<file path="config.mk">
export PLATFORM = sky130hd
export DESIGN_NAME = fp_unit_system_registers
export DESIGN_NICKNAME = d
export VERILOG_FILES = /design/src/rtl/fp_sysreg_pkg.sv /design/src/rtl/fp_identity_word.sv /design/src/rtl/vector_step_decode.sv /design/src/rtl/fp_unit_system_registers.sv
export SDC_FILE = /design/constraint.sdc
export NUM_CORES = 1
export LEC_CHECK = 0
export BUFFER_PORTS_ARGS = -buffer_cell sky130_fd_sc_hd__buf_2
export CAP_MARGIN = 10
export CORE_AREA = 4 4 107 109
export CTS_BUF_LIST = sky130_fd_sc_hd__clkbuf_2 sky130_fd_sc_hd__clkbuf_4 sky130_fd_sc_hd__clkbuf_8
export CTS_CLUSTER_DIAMETER = 120
export CTS_CLUSTER_SIZE = 30
export DETAILED_ROUTE_END_ITERATION = 10
export DIE_AREA = 0 0 111 113
export PLACE_DENSITY_LB_ADDON = 0.08
export REMOVE_ABC_BUFFERS = 1
export SYNTH_ARGS = -nofsm -noshare
export SYNTH_HDL_FRONTEND = slang
export SYNTH_HIERARCHICAL = 1
export SYNTH_SLANG_ARGS = --single-unit
</file>
<file path="constraint.sdc">
create_clock -name mclk -period 1.7 [get_ports mclk]
set_clock_uncertainty 0.15 [all_clocks]
set_input_delay 0.34 -clock mclk [delete_from_list [all_inputs] [get_ports mclk]]
set_output_delay 0.34 -clock mclk [all_outputs]
set_load 0.03 [all_outputs]
</file>
<file path="src/rtl/fp_sysreg_pkg.sv">
/*
 * Constants shared by the floating-point system-register bank: transfer
 * select codes, field positions of the identity, status/control and
 * exception words, reset values and the rounding-mode encoding.
 * Assumes nothing of its surroundings beyond a SystemVerilog compiler.
 */
package fp_sysreg_pkg;

    ////////////////////////////////////////////////////////////////////////
    // Register select codes carried by a coprocessor transfer
    localparam logic [3:0] SEL_IDENTITY   = 4'h0;
    localparam logic [3:0] SEL_STATUS     = 4'h1;
    localparam logic [3:0] SEL_EXCEPTION  = 4'h8;

    ////////////////////////////////////////////////////////////////////////
    // Identity word layout
    localparam int ID_IMPL_LSB    = 24;
    localparam int ID_SOFT_BIT    = 23;
    localparam int ID_RSVD_MSB    = 22;
    localparam int ID_RSVD_LSB    = 21;
    localparam int ID_SINGLE_BIT  = 20;
    localparam int ID_ARCH_LSB    = 16;
    localparam int ID_PART_LSB    = 8;
    localparam int ID_VARIANT_LSB = 4;
    localparam int ID_REV_LSB     = 0;

    ////////////////////////////////////////////////////////////////////////
    // Status/control word layout
    localparam int SC_FLAG_N      = 31;
    localparam int SC_FLAG_Z      = 30;
    localparam int SC_FLAG_C      = 29;
    localparam int SC_FLAG_V      = 28;
    localparam int SC_DNAN_BIT    = 25;
    localparam int SC_FLUSH_BIT   = 24;
    localparam int SC_ROUND_LSB   = 22;
    localparam int SC_STEP_LSB    = 20;
    localparam int SC_COUNT_LSB   = 16;
    localparam int SC_IOE_BIT     = 8;
    localparam int SC_DZE_BIT     = 9;
    localparam int SC_OFE_BIT     = 10;
    localparam int SC_UFE_BIT     = 11;
    localparam int SC_IXE_BIT     = 12;
    localparam int SC_IDE_BIT     = 15;
    localparam int SC_IOC_BIT     = 0;
    localparam int SC_DZC_BIT     = 1;
    localparam int SC_OFC_BIT     = 2;
    localparam int SC_UFC_BIT     = 3;
    localparam int SC_IXC_BIT     = 4;
    localparam int SC_IDC_BIT     = 7;
    localparam logic [31:0] SC_RESET = 32'h0000_0000;

    ////////////////////////////////////////////////////////////////////////
    // Exception word layout
    localparam int EX_STATE_BIT   = 31;
    localparam int EX_ENABLE_BIT  = 30;
    localparam logic [31:0] EX_RESET = 32'h0000_0000;

    ////////////////////////////////////////////////////////////////////////
    // Vector length and step codes
    localparam logic [2:0] COUNT_SCALAR   = 3'h0;
    localparam logic [1:0] STEP_UNIT      = 2'h0;
    localparam logic [1:0] STEP_DOUBLE    = 2'h3;
    localparam logic [3:0] LEN_MAX_STEP2  = 4'h4;
    localparam logic [3:0] LEN_MAX_DBL    = 4'h4;
    localparam logic [3:0] LEN_MAX_DBL_S2 = 4'h2;

    // Rounding mode encoding
    typedef enum logic [1:0] {
        RND_NEAREST  = 2'b00,
        RND_PLUS_INF = 2'b01,
        RND_MINUS_INF = 2'b10,
        RND_ZERO     = 2'b11
    } rounding_type;

endpackage

</file>
<file path="src/rtl/fp_identity_word.sv">
/*
 * Builds the constant identity word from its fields.
 * Assumes the parameters are fixed at elaboration.
 */
`timescale 1ns/10ps
module fp_identity_word
    import fp_sysreg_pkg::*;
#(
    parameter logic [7:0] IMPLEMENTER = 8'h5a,  // Arbitrary value
    parameter logic       SOFT_ONLY   = 1'b0,
    parameter logic       SINGLE_ONLY = 1'b0,
    parameter logic [3:0] ARCH_CODE   = 4'h7,   // Arbitrary value
    parameter logic [7:0] PART_NUMBER = 8'h3c,  // Arbitrary value
    parameter logic [3:0] VARIANT     = 4'h2,   // Arbitrary value
    parameter logic [3:0] REVISION    = 4'h3    // Arbitrary value
) (
    output wire logic [31:0] word  // Identity word
);

    // Field packing, reserved pair forced to zero
    assign word = {IMPLEMENTER, SOFT_ONLY, 2'b00, SINGLE_ONLY,
                   ARCH_CODE, PART_NUMBER, VARIANT, REVISION};

endmodule // fp_identity_word

</file>
<file path="src/rtl/vector_step_decode.sv">
/*
 * Decodes the vector length and step fields into an element count,
 * a register spacing and legality flags.
 * Assumes fields come from a register on the same clock.
 */
`timescale 1ns/10ps
module vector_step_decode
    import fp_sysreg_pkg::*;
(
    input  wire logic [2:0] vector_count_field,  // Length code
    input  wire logic [1:0] step_field,          // Step code
    output logic      [3:0] length,              // Elements per operand
    output logic      [1:0] spacing,             // Register spacing
    output logic            scalar,              // Scalar mode in effect
    output logic            legal,               // Allowed combination
    output logic            dbl_ok               // Double vectors well defined
);

    // Count, spacing and legality of the combination
    always_comb begin
        length  = {1'b0, vector_count_field} + 4'h1;
        spacing = (step_field == STEP_DOUBLE) ? 2'h2 : 2'h1;
        scalar  = (vector_count_field == COUNT_SCALAR) && (step_field == STEP_UNIT);
        legal   = (step_field == STEP_UNIT) ||
                  ((step_field == STEP_DOUBLE) && (length >= 4'h2) &&
                   (length <= LEN_MAX_STEP2));
        dbl_ok  = legal && (length <= LEN_MAX_DBL) &&
                  ((step_field == STEP_UNIT) || (length <= LEN_MAX_DBL_S2));
    end

endmodule // vector_step_decode

</file>
<file path="src/rtl/fp_unit_system_registers.sv">
/*
 * System-register bank of a floating-point coprocessor: identity,
 * status/control and exception registers, comparison flag capture,
 * flag copy to the core, and per-operation rounding and vector decode.
 * Assumes the host core drives all inputs from logic on mclk, with
 * single-cycle transfer and event strobes.
 */
`timescale 1ns/10ps
module fp_unit_system_registers
    import fp_sysreg_pkg::*;
#(
    parameter logic [7:0] IMPLEMENTER = 8'h5a,  // Arbitrary value
    parameter logic       SOFT_ONLY   = 1'b0,
    parameter logic       SINGLE_ONLY = 1'b0,
    parameter logic [3:0] ARCH_CODE   = 4'h7,   // Arbitrary value
    parameter logic [7:0] PART_NUMBER = 8'h3c,  // Arbitrary value
    parameter logic [3:0] VARIANT     = 4'h2,   // Arbitrary value
    parameter logic [3:0] REVISION    = 4'h3    // Arbitrary value
) (
    input  wire logic        mclk,                // Processor clock
    input  wire logic        arst_n,              // Async reset, active low
    input  wire logic        xfer_valid,          // Register transfer strobe
    input  wire logic        xfer_write,          // 1 write, 0 read
    input  wire logic [3:0]  xfer_sel,            // Register select
    input  wire logic [31:0] xfer_wdata,          // Write data
    output logic      [31:0] xfer_rdata,          // Read data
    output logic             xfer_done,           // Transfer answered
    input  wire logic        cmp_valid,           // Comparison finished
    input  wire logic        cmp_less,            // Less-than result
    input  wire logic        cmp_equal,           // Equal result
    input  wire logic        cmp_unordered,       // Unordered result
    input  wire logic        flag_copy_op,        // Copy flags to core
    output logic      [3:0]  core_flags,          // N Z C V for the core
    output logic             core_flags_load,     // Load core_flags_reg
    input  wire logic        exc_valid,           // Exception flags strobe
    input  wire logic [5:0]  exc_flags,           // IO DZ OF UF IX ID
    input  wire logic        op_valid,            // Arithmetic op issued
    input  wire logic        op_double,           // Double precision op
    input  wire logic        op_trunc,            // Truncating conversion op
    input  wire logic [4:0]  op_dest,             // Destination register
    output logic      [1:0]  op_rounding,         // Rounding for this op
    output logic             op_vector,           // Op runs as vector
    output logic             op_unpredictable,    // Op result undefined
    output logic             default_nan_enable,  // Default-NaN mode
    output logic             flush_tiny_enable,   // Flush-to-zero mode
    output logic      [1:0]  rounding_select,     // Current rounding field
    output logic      [3:0]  vector_length,       // Elements per operand
    output logic      [1:0]  vector_spacing,      // Register spacing
    output logic             vector_legal,        // Allowed combination
    output logic      [5:0]  trap_enables,        // IO DZ OF UF IX ID
    output logic             fp_enable            // Exception reg enable bit
);

    ////////////////////////////////////////////////////////////////////////
    // Declarations
    logic [31:0] id_word;
    logic [31:0] status_q, status_d;
    logic [31:0] exc_q, exc_d;
    logic [31:0] rdata_q, rdata_d;
    logic        done_q, done_d;
    logic [3:0]  cflags_q, cflags_d;
    logic        cload_q, cload_d;
    logic [1:0]  oprnd_q, oprnd_d;
    logic        opvec_q, opvec_d;
    logic        opunp_q, opunp_d;
    logic [3:0]  vlen_q, vlen_d;
    logic [1:0]  vsp_q, vsp_d;
    logic        vleg_q, vleg_d;
    logic [3:0]  dec_len;
    logic [1:0]  dec_sp;
    logic        dec_scalar;
    logic        dec_legal;
    logic        dec_dbl_ok;
    logic        wr_status;
    logic        wr_exc;
    logic        low_bank;
    logic [31:0] sticky;

    ////////////////////////////////////////////////////////////////////////
    // Constant identity word
    fp_identity_word #(
        .IMPLEMENTER (IMPLEMENTER),
        .SOFT_ONLY   (SOFT_ONLY),
        .SINGLE_ONLY (SINGLE_ONLY),
        .ARCH_CODE   (ARCH_CODE),
        .PART_NUMBER (PART_NUMBER),
        .VARIANT     (VARIANT),
        .REVISION    (REVISION)
    ) u_identity (
        .word (id_word)
    );

    // Length and step decode of the stored fields
    vector_step_decode u_vector (
        .vector_count_field (status_q[SC_COUNT_LSB +: 3]),
        .step_field         (status_q[SC_STEP_LSB +: 2]),
        .length             (dec_len),
        .spacing            (dec_sp),
        .scalar             (dec_scalar),
        .legal              (dec_legal),
        .dbl_ok             (dec_dbl_ok)
    );

    ////////////////////////////////////////////////////////////////////////
    // Register writes, comparison capture and sticky exception flags
    always_comb begin
        wr_status = xfer_valid && xfer_write && (xfer_sel == SEL_STATUS);
        wr_exc    = xfer_valid && xfer_write && (xfer_sel == SEL_EXCEPTION);
        status_d  = wr_status ? xfer_wdata : status_q;
        exc_d     = wr_exc ? xfer_wdata : exc_q;
        // Latest comparison overrides a same-cycle write of the flags
        if (cmp_valid) begin
            status_d[SC_FLAG_N] = cmp_less;
            status_d[SC_FLAG_Z] = cmp_equal;
            status_d[SC_FLAG_C] = !cmp_less;
            status_d[SC_FLAG_V] = cmp_unordered;
        end
        // Sticky flags: a new event wins over a same-cycle clear
        sticky = 32'h0000_0000;
        sticky[SC_IOC_BIT] = exc_flags[0];
        sticky[SC_DZC_BIT] = exc_flags[1];
        sticky[SC_OFC_BIT] = exc_flags[2];
        sticky[SC_UFC_BIT] = exc_flags[3];
        sticky[SC_IXC_BIT] = exc_flags[4];
        sticky[SC_IDC_BIT] = exc_flags[5];
        if (exc_valid) begin
            status_d = status_d | sticky;
        end
    end

    // Register storage, reset to zero
    always_ff @(posedge mclk or negedge arst_n) begin
        if (!arst_n) begin
            status_q <= SC_RESET;
            exc_q    <= EX_RESET;
        end else begin
            status_q <= status_d;
            exc_q    <= exc_d;
        end
    end

    ////////////////////////////////////////////////////////////////////////
    // Read path and transfer answer; identity ignores writes
    always_comb begin
        done_d  = xfer_valid;
        rdata_d = rdata_q;
        if (xfer_valid && !xfer_write) begin
            unique case (xfer_sel)
                SEL_IDENTITY:  rdata_d = id_word;
                SEL_STATUS:    rdata_d = status_q;
                SEL_EXCEPTION: rdata_d = exc_q;
                default:       rdata_d = 32'h0000_0000;
            endcase
        end
    end

    // Read data and answer strobe
    always_ff @(posedge mclk or negedge arst_n) begin
        if (!arst_n) begin
            rdata_q <= 32'h0000_0000;
            done_q  <= 1'b0;
        end else begin
            rdata_q <= rdata_d;
            done_q  <= done_d;
        end
    end

    ////////////////////////////////////////////////////////////////////////
    // Flag copy to the core and per-operation decode
    always_comb begin
        cload_d  = flag_copy_op;
        cflags_d = flag_copy_op ? status_q[SC_FLAG_V +: 4] : cflags_q;
        low_bank = op_double ? (op_dest[4:2] == 3'h0) : (op_dest[4:3] == 2'h0);
        oprnd_d  = oprnd_q;
        opvec_d  = opvec_q;
        opunp_d  = opunp_q;
        if (op_valid) begin
            oprnd_d = op_trunc ? RND_ZERO : status_q[SC_ROUND_LSB +: 2];
            opvec_d = !dec_scalar && !low_bank;
            // Illegal combos and bad double vectors are flagged
            opunp_d = !dec_legal ||
                      (op_double && opvec_d && !dec_dbl_ok);
        end
        vlen_d = dec_len;
        vsp_d  = dec_sp;
        vleg_d = dec_legal;
    end

    // Operation decode registers
    always_ff @(posedge mclk or negedge arst_n) begin
        if (!arst_n) begin
            cflags_q <= 4'h0;
            cload_q  <= 1'b0;
            oprnd_q  <= RND_NEAREST;
            opvec_q  <= 1'b0;
            opunp_q  <= 1'b0;
            vlen_q   <= 4'h1;
            vsp_q    <= 2'h1;
            vleg_q   <= 1'b1;
        end else begin
            cflags_q <= cflags_d;
            cload_q  <= cload_d;
            oprnd_q  <= oprnd_d;
            opvec_q  <= opvec_d;
            opunp_q  <= opunp_d;
            vlen_q   <= vlen_d;
            vsp_q    <= vsp_d;
            vleg_q   <= vleg_d;
        end
    end

    ////////////////////////////////////////////////////////////////////////
    // Outputs straight from flip-flops
    assign xfer_rdata         = rdata_q;
    assign xfer_done          = done_q;
    assign core_flags         = cflags_q;
    assign core_flags_load    = cload_q;
    assign op_rounding        = oprnd_q;
    assign op_vector          = opvec_q;
    assign op_unpredictable   = opunp_q;
    assign default_nan_enable = status_q[SC_DNAN_BIT];
    assign flush_tiny_enable  = status_q[SC_FLUSH_BIT];
    assign rounding_select    = status_q[SC_ROUND_LSB +: 2];
    assign vector_length      = vlen_q;
    assign vector_spacing     = vsp_q;
    assign vector_legal       = vleg_q;
    assign trap_enables       = {status_q[SC_IDE_BIT], status_q[SC_IXE_BIT],
                                 status_q[SC_UFE_BIT], status_q[SC_OFE_BIT],
                                 status_q[SC_DZE_BIT], status_q[SC_IOE_BIT]};
    assign fp_enable          = exc_q[EX_ENABLE_BIT];
endmodule // fp_unit_system_registers

</file>
==> key figures <==
Final layout
  • Register area: about 2800 sq um
  • Area grow syn2layout: 33.7%
  • Cell Count, Final, Fillers Out: 765
  • Area of the multi-input gates: 2190 sq um
  • Ant. Diodes: 0
  • # nets final: 675
  • Share of layout cells above drive strength 1: 0.475
  • Fillers: 861

Critical path
  • CP max stage cell: dfrtp_1
  • Critical path type: flip-flop to flip-flop
  • Worst path required time: 1.91 ns
  • Buf/Inv on CP: 1
  • CP endpoint kind: flip-flop
  • Max FO, Critical Path: 3
  • Delay-heaviest family, CP: simple AND/OR/NAND/NOR gates
  • Crit Reg-Reg Startpoint: status_q[16]
  • Flop-to-flop setup slack: -0.05 ns
  • WP data arrival: 1.96 ns
  • R2R depth: 8
  • CP Cell Sequence: buf_6 -> ha_4 -> and2_4 -> a21oi_4 -> nor2b_4 -> o32ai_2 -> nand2b_1 -> o21ai_1
  • Startpoint types: flip-flop
  • Slowest stage delay, CP: 0.39 ns
  • R2r endpoint: op_unpredictable

Global route
  • Grt met1 use: 0.269
  • Global routing usage on met2: 0.366
  • Vias in the first global route: 4207
  • Grt ovf: 0
  • GRT Util Overall: 0.217
  • Initial antenna violation count: 0
  • First-pass GRT wire length: ~21 mm
  • Largest net degree at the start of global routing: 33
  • GRT busiest layer: met2
  • Grt met3 use: 0.0599

Synth
  • Synthesized flop and latch total: 113
  • Simple-gate area share of the yosys netlist: 0.0685
  • Mux share of post-synthesis cell area: 0.174
  • Area leader, netlist: dfrtp_1
  • Largest family of logic cells by synthesized area: multiplexers
  • Synth Area in Adders: 0.00713
  • Post-Synthesis Cells: roughly 430
  • Top FF cell, synth: dfrtp_1
  • XOR/XNOR share of the synthesized area: 0.00166
  • EDFF count, synth: 0
  • Register area share after synthesis: 0.538
  • Distinct cells, synth: 43
  • Average size of a mapped cell: between 10 and 15 sq um
  • Netlist Area Pre-Place: 5260 sq um
  • Fraction of registers with async set/reset: 1.00
  • Number of synthesis warnings: 6
  • Synth top area cells: dfrtp_1, mux2_2, buf_4, mux2_4, o21ai_0
  • Synth Area in Compound Gates: 0.124
  • Yosys top cell area share: 0.523

Hold path
  • Hold crit path type: input port to flip-flop
  • Hold EP: op_rounding[0]
  • Hold_sp: op_valid
  • Hold Crit Depth: 2

STA
  • Final setup fails: 1
  • Max Freq: approximately 0.57 GHz
  • Max Transition Viols Final: 0
  • Minimum clock period: 1.75 ns
  • RSZ-0062 raised after global routing: true
  • Final hold slack: around 0.017 ns
  • Final hold viol count: 0
  • Fin Setup TNS: -0.0544 ns
  • Post-route setup slack: -0.0544 ns
  • Final period util: 1.03

CTS
  • Htree depth: 4
  • Clk Latency, worst-skew pair: 0.42 ns
  • Root Driver: clkbuf_8
  • CTS max path bufs: 2
  • CTS tree: done
  • Reg clk slew, reported paths: 0.07 ns
  • Clock Sinks: 113
  • CTS Buf Count: 17

Power
  • Switching power total: around 2000 uW
  • Power Density: around 1100 nW/um^2
  • Pint: 5340 uW
  • Comb power frac: 0.211
  • Total power draw: 7400 uW
  • VDD IR-drop max: 0.493 mV
  • Seq pwr share: 0.442
  • Clock network power share: 0.347
  • Pleak: 0.00339 uW
  • Sw Ratio: 0.279

Placement
  • Placement Setup Slack: -0.180 ns
  • Placed cells: 692
  • HPWL after DPL: between 8 and 9 mm
  • Port Buffers: 117
  • Placer's final routability congestion estimate: approximately 0.8

Outcome
  • Status: finished with violations
  • Violated checks: negative setup slack

Floorplan
  • Die width: 111 um
  • Die Y-Extent: roughly 110 um
  • Boundary pin count: 120
  • Die area: 12500 sq um
  • Core area: 10600 sq um
  • Starting Density: 0.496
  • Num rows: 38

Drt
  • Total number of vias: just under 4000
  • DRC Markers: 0
  • Post-DR vias/cell: 5.14
  • Post-Route WL: 12.8 mm
  • Drt first pass iters: 8
  • Routed WL per cell: 16.7 um
  • DRT iter0 DRCs: 203
  • Post-route ant nets: 0

Run
  • Max-cap violations: 0
## layout make-up
class / instances / share of cell area
inverters: 4 / 0.00213
clock inverters: 6 / 0.0114
multi-input cells: 274 / 0.311
flip-flops and latches: 113 / 0.403
repair buffers: 202 / 0.203
clock buffers: 26 / 0.0455
well taps: 140 / 0.0249
## power by group through the flow
| stage | clock (uW) | combinational (uW) | sequential, uW |
|---|---|---|---|
| after CTS | 2600 | 1540 | 3270 |
| after floorplan | 0 | 563 | 3550 |
| after detailed placement | 0 | 1410 | 3310 |
| after global placement | 0 | 1370 | 3290 |
| after global routing | 2770 | 1690 | 3320 |
| final | 2560 | 1560 | 3270 |
## per-stage QoR
stage	area, sq um	util
6_report	7040	0.664
5_1_grt	7040	0.664
4_1_cts	6950	0.656
3_5_place_dp	6150	0.580
3_3_place_gp	6150	0.580
2_1_floorplan	4940	-
## placed cells by master, fill, tap and decap left out, types with 2 or more instances in the layout
cell and n:
clkinv_2 4, mux2_2 64, and3_1 7, a22oi_1 20
a222oi_1 13, nand2_2 2, a21oi_1 5, buf_12 8
a221o_1 6, buf_2 116, dfrtp_1 109, nor2b_1 4
inv_1 3, nand2_1 35, o21ai_0 36, a31oi_1 4
conb_1 32, nor2_1 5, o21ai_1 3, dfstp_2 3
ha_4 3, clkbuf_8 20, clkbuf_4 6, mux2_4 13
buf_4 39, bufinv_16 2, nand2b_1 2, dlygate4sd3_1 38
## timing repair
action	CTS	global route
resized for setup	13	3
hold buffers	31	7
cloned	0	0
endpoints found under the setup margin	2	2
buffers inserted	3	0
hold endpoints to repair	64	8
pin swaps	5	2
## how the worst max path moves through the flow
stage	from	end	slack, ns	cells past startpoint
3_5_place_dp	status_q[16]	op_unpredictable	-0.18	9
6_report	status_q[16]	op_unpredictable	-0.05	8
2_1_floorplan	xfer_sel[3]	exc_q[0]	-0.90	3
5_1_grt	status_q[16]	op_unpredictable	-0.15	8
3_3_place_gp	status_q[16]	op_unpredictable	-0.12	9
4_1_cts	status_q[16]	op_unpredictable	-0.03	9
## synthesized netlist by cell type, types with 2 or more instances
cell,count
conb_1,2
clkbuf_1,13
a21oi_1,5
nor2b_1,5
a221o_1,6
buf_6,4
dfstp_2,3
and2_1,2
a222oi_1,13
nand2_1,36
ha_1,3
a22oi_1,20
and3_1,7
inv_1,4
dfrtp_1,110
nand2b_1,3
mux2_4,13
buf_4,41
buf_2,5
a31oi_1,4
mux2_2,64
o21ai_1,2
o21ai_0,37
nor2_1,5
## cells by family (layout without fill, tap and decap cells)
logic type	count (synthesis)	after routing
xor+xnor	1	1
simple gates	67	67
flops	113	113
compound gates	94	94
mux	77	77
other cells	2	32
buf+inv	69	238
fa+ha+maj	3	3
## routing by layer
metal	routed length [um]	up-vias
met5	0	-
met4	136	0
met3	565	12
met2	6600	90
met1	5490	1975
li1	-	1855
No activity file was read; power rests on OpenSTA's default activity.
